===== config.mk =====
export PLATFORM = sky130hd
export DESIGN_NAME = tlrg_control
export DESIGN_NICKNAME = d
export VERILOG_FILES = /design/src/tlrg_pkg.sv /design/src/tlrg_control.sv
export SDC_FILE = /design/constraint.sdc
export NUM_CORES = 1
export LEC_CHECK = 0
export BUFFER_PORTS_ARGS = -buffer_cell sky130_fd_sc_hd__buf_2
export CAP_MARGIN = 0
export CORE_MARGIN = 4
export CORE_UTILIZATION = 65
export CTS_BUF_LIST = sky130_fd_sc_hd__clkbuf_4 sky130_fd_sc_hd__clkbuf_8 sky130_fd_sc_hd__clkbuf_16
export DETAILED_ROUTE_END_ITERATION = 12
export PLACE_DENSITY = 0.82
export SYNTH_ARGS = -nofsm -noshare
export SYNTH_HDL_FRONTEND = slang
export SYNTH_SLANG_ARGS = --single-unit

===== constraint.sdc =====
create_clock -name clk -period 8.1 [get_ports clk]
set_input_delay 0.405 -clock clk [delete_from_list [all_inputs] [get_ports clk]]
set_output_delay 0.405 -clock clk [all_outputs]
set_load 0.02 [all_outputs]

===== src/tlrg_pkg.sv =====
`default_nettype none
package tlrg_pkg;
  // Clock
  localparam int unsigned CLK_HZ          = 10_000_000;
  // Settling interval after power-up, in microseconds
  localparam int unsigned SETTLE_US       = 1000;
  localparam int unsigned SETTLE_CYCLES   = (SETTLE_US * (CLK_HZ / 1_000_000));
  // Gap stepping rate, steps per second
  localparam int unsigned GAP_STEP_HZ     = 1000;
  // Record gap length, in gap steps
  localparam int unsigned RECORD_GAP_STEPS = 60;
  localparam int unsigned RECORD_GAP_CYCLES = RECORD_GAP_STEPS * (CLK_HZ / GAP_STEP_HZ);
  // File gap length, in gap steps
  localparam int unsigned FILE_GAP_STEPS  = 350;
  localparam int unsigned FILE_GAP_CYCLES = FILE_GAP_STEPS * (CLK_HZ / GAP_STEP_HZ);
  // Stepper recovery delay, in microseconds
  localparam int unsigned DELAY_US        = 20_000;
  localparam int unsigned DELAY_CYCLES    = DELAY_US * (CLK_HZ / 1_000_000);
  localparam int unsigned CNT_W           = 32;

  typedef enum logic [1:0] {
    TLRG_GAP_IDLE  = 2'b00,
    TLRG_GAP_FILE  = 2'b01,
    TLRG_GAP_REC   = 2'b10,
    TLRG_GAP_DELAY = 2'b11
  } tlrg_gap_t;
endpackage
`default_nettype wire


===== src/tlrg_control.sv =====
`timescale 1ns/1ps
`default_nettype none

module tlrg_control #(
  parameter int unsigned SETTLE_CYCLES     = tlrg_pkg::SETTLE_CYCLES,
  parameter int unsigned RECORD_GAP_CYCLES = tlrg_pkg::RECORD_GAP_CYCLES,
  parameter int unsigned FILE_GAP_CYCLES   = tlrg_pkg::FILE_GAP_CYCLES,
  parameter int unsigned DELAY_CYCLES      = tlrg_pkg::DELAY_CYCLES
) (
  input  wire logic clk,
  input  wire logic reset,
  input  wire logic panelLoadN,
  input  wire logic hostLoadN,
  input  wire logic panelRewindN,
  input  wire logic hostRewindN,
  input  wire logic recordSelect,
  input  wire logic tapeStartMarker,
  input  wire logic brokenTape,
  input  wire logic recordGapCmd,
  output logic      forwardRelay,
  output logic      forwardLampN,
  output logic      rewindRelay,
  output logic      rewindLamp,
  output logic      brokenTapeN,
  output logic      recordArmed,
  output logic      headSupplyEn,
  output logic      tapeOrigin,
  output logic      stepOscillatorRequestN,
  output logic      checkHoldN,
  output logic      gapActiveFlagN,
  output logic      gapActiveFlag
);

  localparam int unsigned NIN = 8;
  localparam logic [NIN-1:0] SYNC_IDLE = 8'h0f;

  // Two-stage synchronisers for every outside input
  logic [NIN-1:0] rawIn;
  logic [NIN-1:0] meta_q;
  logic [NIN-1:0] sync_q;
  logic [NIN-1:0] prev_q;

  assign rawIn = {recordGapCmd, brokenTape, tapeStartMarker, recordSelect,
                  hostRewindN, panelRewindN, hostLoadN, panelLoadN};

  genvar gi;
  generate
    for (gi = 0; gi < NIN; gi++) begin : g_sync
      always_ff @(posedge clk) begin
        if (reset) begin
          // Active-low commands idle high, so their stages reset high
          meta_q[gi] <= SYNC_IDLE[gi];
          sync_q[gi] <= SYNC_IDLE[gi];
          prev_q[gi] <= SYNC_IDLE[gi];
        end else begin
          meta_q[gi] <= rawIn[gi];
          sync_q[gi] <= meta_q[gi];
          prev_q[gi] <= sync_q[gi];
        end
      end
    end
  endgenerate

  function automatic logic fallEdge(input logic cur, input logic prev);
    return prev & ~cur;
  endfunction

  logic loadCmd;
  logic loadIdle;
  logic rewindCmd;
  logic markerS;
  logic markerRise;
  logic brokenS;
  logic selectS;
  logic gapCmdRise;

  // Stages reset to each pin's idle level, so no false edge follows reset;
  // a load held low through reset gives its one edge during settling and is refused.
  assign loadCmd    = fallEdge(sync_q[0], prev_q[0]) | fallEdge(sync_q[1], prev_q[1]);
  assign loadIdle   = sync_q[0] & sync_q[1];
  assign rewindCmd  = fallEdge(sync_q[2], prev_q[2]) | fallEdge(sync_q[3], prev_q[3]);
  assign selectS    = sync_q[4];
  assign markerS    = sync_q[5];
  assign markerRise = sync_q[5] & ~prev_q[5];
  assign brokenS    = sync_q[6];
  assign gapCmdRise = sync_q[7] & ~prev_q[7];

  // Power-up settling counter
  logic [tlrg_pkg::CNT_W-1:0] settle_q;
  logic settled;
  assign settled = (settle_q == tlrg_pkg::CNT_W'(SETTLE_CYCLES));

  always_ff @(posedge clk) begin
    if (reset) begin
      settle_q <= '0;
    end else if (!settled) begin
      settle_q <= settle_q + 1'b1;
    end
  end

  logic advance_q;
  logic ready_q;
  logic rewind_q;
  logic advanceClear;

  // Start marker during rewind ends rewind
  assign advanceClear = brokenS | (rewind_q & markerS);

  always_ff @(posedge clk) begin
    if (reset) begin
      advance_q <= 1'b0;
    end else if (!settled || advanceClear) begin
      advance_q <= 1'b0;
    end else if (loadCmd) begin
      advance_q <= 1'b1;
    end
  end

  always_ff @(posedge clk) begin
    if (reset || !advance_q || advanceClear) begin
      rewind_q <= 1'b0;
    end else if (rewindCmd) begin
      rewind_q <= 1'b1;
    end
  end

  always_ff @(posedge clk) begin
    if (reset || !advance_q || advanceClear || rewind_q || rewindCmd) begin
      ready_q <= 1'b0;
    end else if (markerRise || markerS) begin
      ready_q <= 1'b1;
    end
  end

  // Loading request: held from load until ready and load released
  logic loadRun_q;
  always_ff @(posedge clk) begin
    if (reset || !advance_q || rewind_q || advanceClear) begin
      loadRun_q <= 1'b0;
    end else if (!ready_q) begin
      loadRun_q <= 1'b1;
    end else if (loadIdle) begin
      loadRun_q <= 1'b0;
    end
  end

  logic armed;
  assign armed = ready_q & selectS;

  // Gap sequencer
  tlrg_pkg::tlrg_gap_t gap_q;
  logic [tlrg_pkg::CNT_W-1:0] gapCnt_q;
  logic startSeq_q;
  logic gapRun_q;
  logic recGap;
  logic startTrig;
  logic gapDone;

  assign recGap    = (gap_q == tlrg_pkg::TLRG_GAP_REC);
  assign startTrig = armed & markerS & ~startSeq_q;
  assign gapDone   = (gapCnt_q == '0);

  always_ff @(posedge clk) begin
    if (reset || !markerS || !armed) begin
      startSeq_q <= 1'b0;
    end else if (startTrig) begin
      startSeq_q <= 1'b1;
    end
  end

  always_ff @(posedge clk) begin
    if (reset || brokenS) begin
      gap_q    <= tlrg_pkg::TLRG_GAP_IDLE;
      gapCnt_q <= '0;
    end else begin
      case (gap_q)
        tlrg_pkg::TLRG_GAP_IDLE: begin
          if (startTrig) begin
            gap_q    <= tlrg_pkg::TLRG_GAP_FILE;
            gapCnt_q <= tlrg_pkg::CNT_W'(FILE_GAP_CYCLES - 1);
          end else if (gapCmdRise) begin
            gap_q    <= tlrg_pkg::TLRG_GAP_REC;
            gapCnt_q <= tlrg_pkg::CNT_W'(RECORD_GAP_CYCLES - 1);
          end
        end
        tlrg_pkg::TLRG_GAP_FILE: begin
          if (gapDone) begin
            gap_q    <= tlrg_pkg::TLRG_GAP_REC;
            gapCnt_q <= tlrg_pkg::CNT_W'(RECORD_GAP_CYCLES - 1);
          end else begin
            gapCnt_q <= gapCnt_q - 1'b1;
          end
        end
        tlrg_pkg::TLRG_GAP_REC: begin
          if (gapDone) begin
            gap_q    <= tlrg_pkg::TLRG_GAP_DELAY;
            gapCnt_q <= tlrg_pkg::CNT_W'(DELAY_CYCLES - 1);
          end else begin
            gapCnt_q <= gapCnt_q - 1'b1;
          end
        end
        tlrg_pkg::TLRG_GAP_DELAY: begin
          if (gapDone) begin
            gap_q <= tlrg_pkg::TLRG_GAP_IDLE;
          end else begin
            gapCnt_q <= gapCnt_q - 1'b1;
          end
        end
        default: begin
          gap_q    <= tlrg_pkg::TLRG_GAP_IDLE;
          gapCnt_q <= '0;
        end
      endcase
    end
  end

  // Gap-run follows the gap latch through file and record gap phases
  always_ff @(posedge clk) begin
    if (reset || brokenS) begin
      gapRun_q <= 1'b0;
    end else begin
      gapRun_q <= (gap_q == tlrg_pkg::TLRG_GAP_FILE) || recGap;
    end
  end

  logic gapOsc;
  logic oscReq;
  assign gapOsc = gapRun_q & armed;
  // Rewind or broken tape override every source of the request
  assign oscReq = (loadRun_q | gapOsc) & ~rewind_q & ~brokenS;

  always_ff @(posedge clk) begin
    if (reset) begin
      forwardRelay           <= 1'b0;
      forwardLampN           <= 1'b1;
      rewindRelay            <= 1'b0;
      rewindLamp             <= 1'b0;
      brokenTapeN            <= 1'b1;
      recordArmed            <= 1'b0;
      headSupplyEn           <= 1'b0;
      tapeOrigin             <= 1'b0;
      stepOscillatorRequestN <= 1'b1;
      checkHoldN             <= 1'b1;
      gapActiveFlagN         <= 1'b1;
      gapActiveFlag          <= 1'b0;
    end else begin
      forwardRelay           <= advance_q;
      forwardLampN           <= ~advance_q;
      rewindRelay            <= rewind_q;
      rewindLamp             <= rewind_q;
      brokenTapeN            <= ~brokenS;
      recordArmed            <= armed;
      headSupplyEn           <= armed;
      tapeOrigin             <= markerS;
      stepOscillatorRequestN <= ~oscReq;
      checkHoldN             <= ~recGap;
      gapActiveFlagN         <= ~(gapOsc | (gap_q == tlrg_pkg::TLRG_GAP_DELAY));
      gapActiveFlag          <= gapOsc | (gap_q == tlrg_pkg::TLRG_GAP_DELAY);
    end
  end
endmodule

`default_nettype wire


==> summary.md <==
| Metric | Value |
|---|---|
| Warnings from Yosys | `0` |
| Port Buffers | `21` |
| Post-CTS sizing | `0` |
| Syn_area_per_cell | `8.773 sq um` |
| Hold Path Depth | `2` |
| Worst setup SP type | `flop` |
| Fill count | `530` |
| Power per Cell Area | `293.8 nW/um^2` |
| Avg WL per Cell | `14.72 um` |
| Syn-to-layout area delta | `7.742%` |
| Hold EP | `meta_q[0]` |
| DRT antenna net count | `0` |
| CTS clk-pin slew, worst paths | `0.12 ns` |
| IO Pins | `22` |
| Total grt overflow | `0` |
| Share of the synthesized area in the top cell type | `44.77%` |
| Worst reg2reg setup slack | `4.59 ns` |
| FF+latch count, synth | `103` |
| Setup violators final | `0` |
| Vias/cell | `5.875` |
| Number of placement rows | `30` |
| Asr flop ratio synth | `0%` |
| Global Route Usage Sum | `23.34%` |
| Layout cells sized above 1 | `12.18%` |
| RSZ-0062 raised after global routing | `no` |
| Clk sinks | `103` |
| Most used flip-flop cell after synthesis | `dfxtp_1` |
| Initial antenna violation count | `0` |
| FF-to-FF End | `gapCnt_q[25]` |
| Reg2Reg Depth | `6` |
| CP Capture Type | `flop` |
| Seq/Total Area, Yosys | `44.77%` |
| TritonCTS Buffers | `9` |
| Cells after synthesis | `525` |
| Largest net degree at the start of global routing | `63` |
| Pwr Total | `1458 uW` |
| Clock Latency Late Sink | `0.38 ns` |
| CP required | `8.33 ns` |
| Die Width | `92.18 um` |
| Post-synth EDFFs | `0` |
| Final Hold Fails | `0` |
| H-tree depth | `3` |
| HPWL after DPL | `6630 um` |
| Critical path class | `flop to flop` |
| Root Driver | `clkbuf_8` |
| Synth area leader | `dfxtp_1` |
| Non-Filler Instances | `638` |
| Setup tns final | `0 ns` |
| FF+latch area | `2062 sq um` |
| Inst Count DP | `622` |
| Synth Cell Area | `4606 sq um` |
| Area taken by multi-input logic gates | `2375 sq um` |
| Total Die Area | `8496 sq um` |
| WP data arrival | `3.75 ns` |
| Slew @ Worst Pin | `1.188 ns` |
| Initial Util | `67.42%` |
| Max Transition Viols Final | `0` |
| Crit path time final | `3.515 ns` |
| RR Startpoint | `gapCnt_q[22]` |
| VDD IR-drop max | `0.1789 mV` |
| First-pass GRT wire length | `16,440 um` |
| Starting DRT DRC Count | `216` |
| DR pass1 iterations | `7` |
| Core area | `6832 sq um` |
| Gpl congestion | `0.9950` |
| Setup WS pre-CTS | `4.636 ns` |
| Achievable frequency | `284.5 MHz` |
| Critical Path Fanout Max | `12` |
| Antenna cells | `0` |
| Vias in the first global route | `3,556` |
| Distinct cells, synth | `61` |
| Setup Buffers After CTS | `0` |
| CTS tree | `yes` |
| Hold WC Path Type | `input port to flop` |
| Hold-fix buffers at CTS | `0` |
| DIE HEIGHT | `92.18 um` |
| Setup ws final | `4.585 ns` |
| Worst slew margin | `20.21%` |
| Largest cells by area after synthesis | `dfxtp_1 (45%), xor2_1 (6.3%), nor2_1 (5.4%)` |
| Maxcap violations | `0` |
| DRC viols | `0` |
| Static Leak | `0.001886 uW` |
| Status | `complete, no violations` |
| Total Nets Final | `556` |
| Clk buf depth | `2` |
| Hold Startpoint | `panelLoadN` |
| Total number of vias | `3,748` |
| Final Cycle Share | `43.39%` |
| Wirelength, routed | `9392 um` |
| Post-synthesis net count | `544` |
| Final Skew | `0.01794 ns` |
state kept, by name, summed over array words and instances, names as in the netlist, 2 cells and up:
signal	cells
settle_q	32
gap_q	2
prev_q	5
meta_q	8
sync_q	5
gapCnt_q	32
per-layer routing:
layer | global-route usage, % | wire length (um)
met4 | 7.550 | 138
met5 | 0 | 0
met2 | 39.11 | 4528
met1 | 30.27 | 4205
met3 | 4.512 | 520
synth_stat cells (3+ instances only):
cell type	number
nor2_1	66
o22ai_1	6
o211a_1	4
clkbuf_1	14
ha_1	9
nand2b_1	7
a21oi_1	26
dfxtp_1	103
nor3_1	20
nand4_1	18
xor2_1	33
nor2b_1	15
a211o_1	3
or2_2	15
and3_1	4
a211oi_1	6
nand3_1	21
nand4b_1	4
nor3b_1	4
nor4_1	13
nand2_1	35
inv_1	15
o21ai_0	10
xnor2_1	7
buf_2	3
or3_1	8
a31oi_1	8
or4_1	4
cells in the final DEF (no fill, tap or decap), types with 8 or more instances in the layout:
master and n:
or3_1 8, dfxtp_1 103, a21oi_1 26, o21ai_0 10, xor2_1 33, clkbuf_8 9
inv_1 15, nor2_1 66, buf_2 21, or2_2 15, ha_1 9, nand2_1 35
a31oi_1 8, nand3_1 21, nor2b_1 15, nand4_1 18, nor3_1 20, nor4_1 13
per-stage QoR:
| step | utilization (%) | hold slack, ns | instance area (sq um) |
|---|---|---|---|
| after floorplan | - | 0.3895 | 4606 |
| after global placement | 69.34 | 0.3919 | 4737 |
| after CTS | 72.64 | 0.1826 | 4962 |
| after detailed placement | 69.34 | 0.3933 | 4737 |
| after global routing | 72.64 | 0.1851 | 4962 |
| final | 72.64 | 0.1982 | 4962 |
kinds of logic (layout without fill, tap and decap cells):
logic type      Yosys count  after routing  synth area share (%)
compound gates           85             85                 12.47
fa+ha+maj                 9              9                 2.445
xor+xnor                 40             40                 7.607
flops                   103            103                 44.77
simple gates            248            248                 28.58
buf+inv                  38             55                 3.667
mux                       2              2                0.4618
critical path, stage by stage, from the launching register on:
cell and delay (ns):
dfxtp_1 0.36, or4_1 0.66, or3_4 0.44, nor3_1 0.96, nor2_1 0.31, o21ai_2 0.54
nor2_1 0.12
worst max path at each step:
| stage | endpoint | cells after the start | start |
|---|---|---|---|
| after floorplan | gapCnt_q[0] | 7 | gapCnt_q[22] |
| after CTS | gapCnt_q[25] | 6 | gapCnt_q[22] |
| after global placement | gapCnt_q[15] | 6 | gapCnt_q[22] |
| after detailed placement | gapCnt_q[25] | 6 | gapCnt_q[22] |
| after global routing | gapCnt_q[25] | 6 | gapCnt_q[22] |
| final | gapCnt_q[25] | 6 | gapCnt_q[22] |
power breakdown:
group	switching (uW)	total (uW)	internal (uW)
Clock	209	340	131
Sequential	53.3	607	554
Combinational	325	510	185
layout make-up:
class	count	area share, %
Tap cell	96	2.421
Inverter	16	1.210
Sequential cell	103	41.55
Timing Repair Buffer	23	2.421
Clock buffer	9	2.496
Clock inverter	7	2.042
Multi-Input combinational cell	384	47.86
Note: power is estimated with default switching activity, not from simulation.
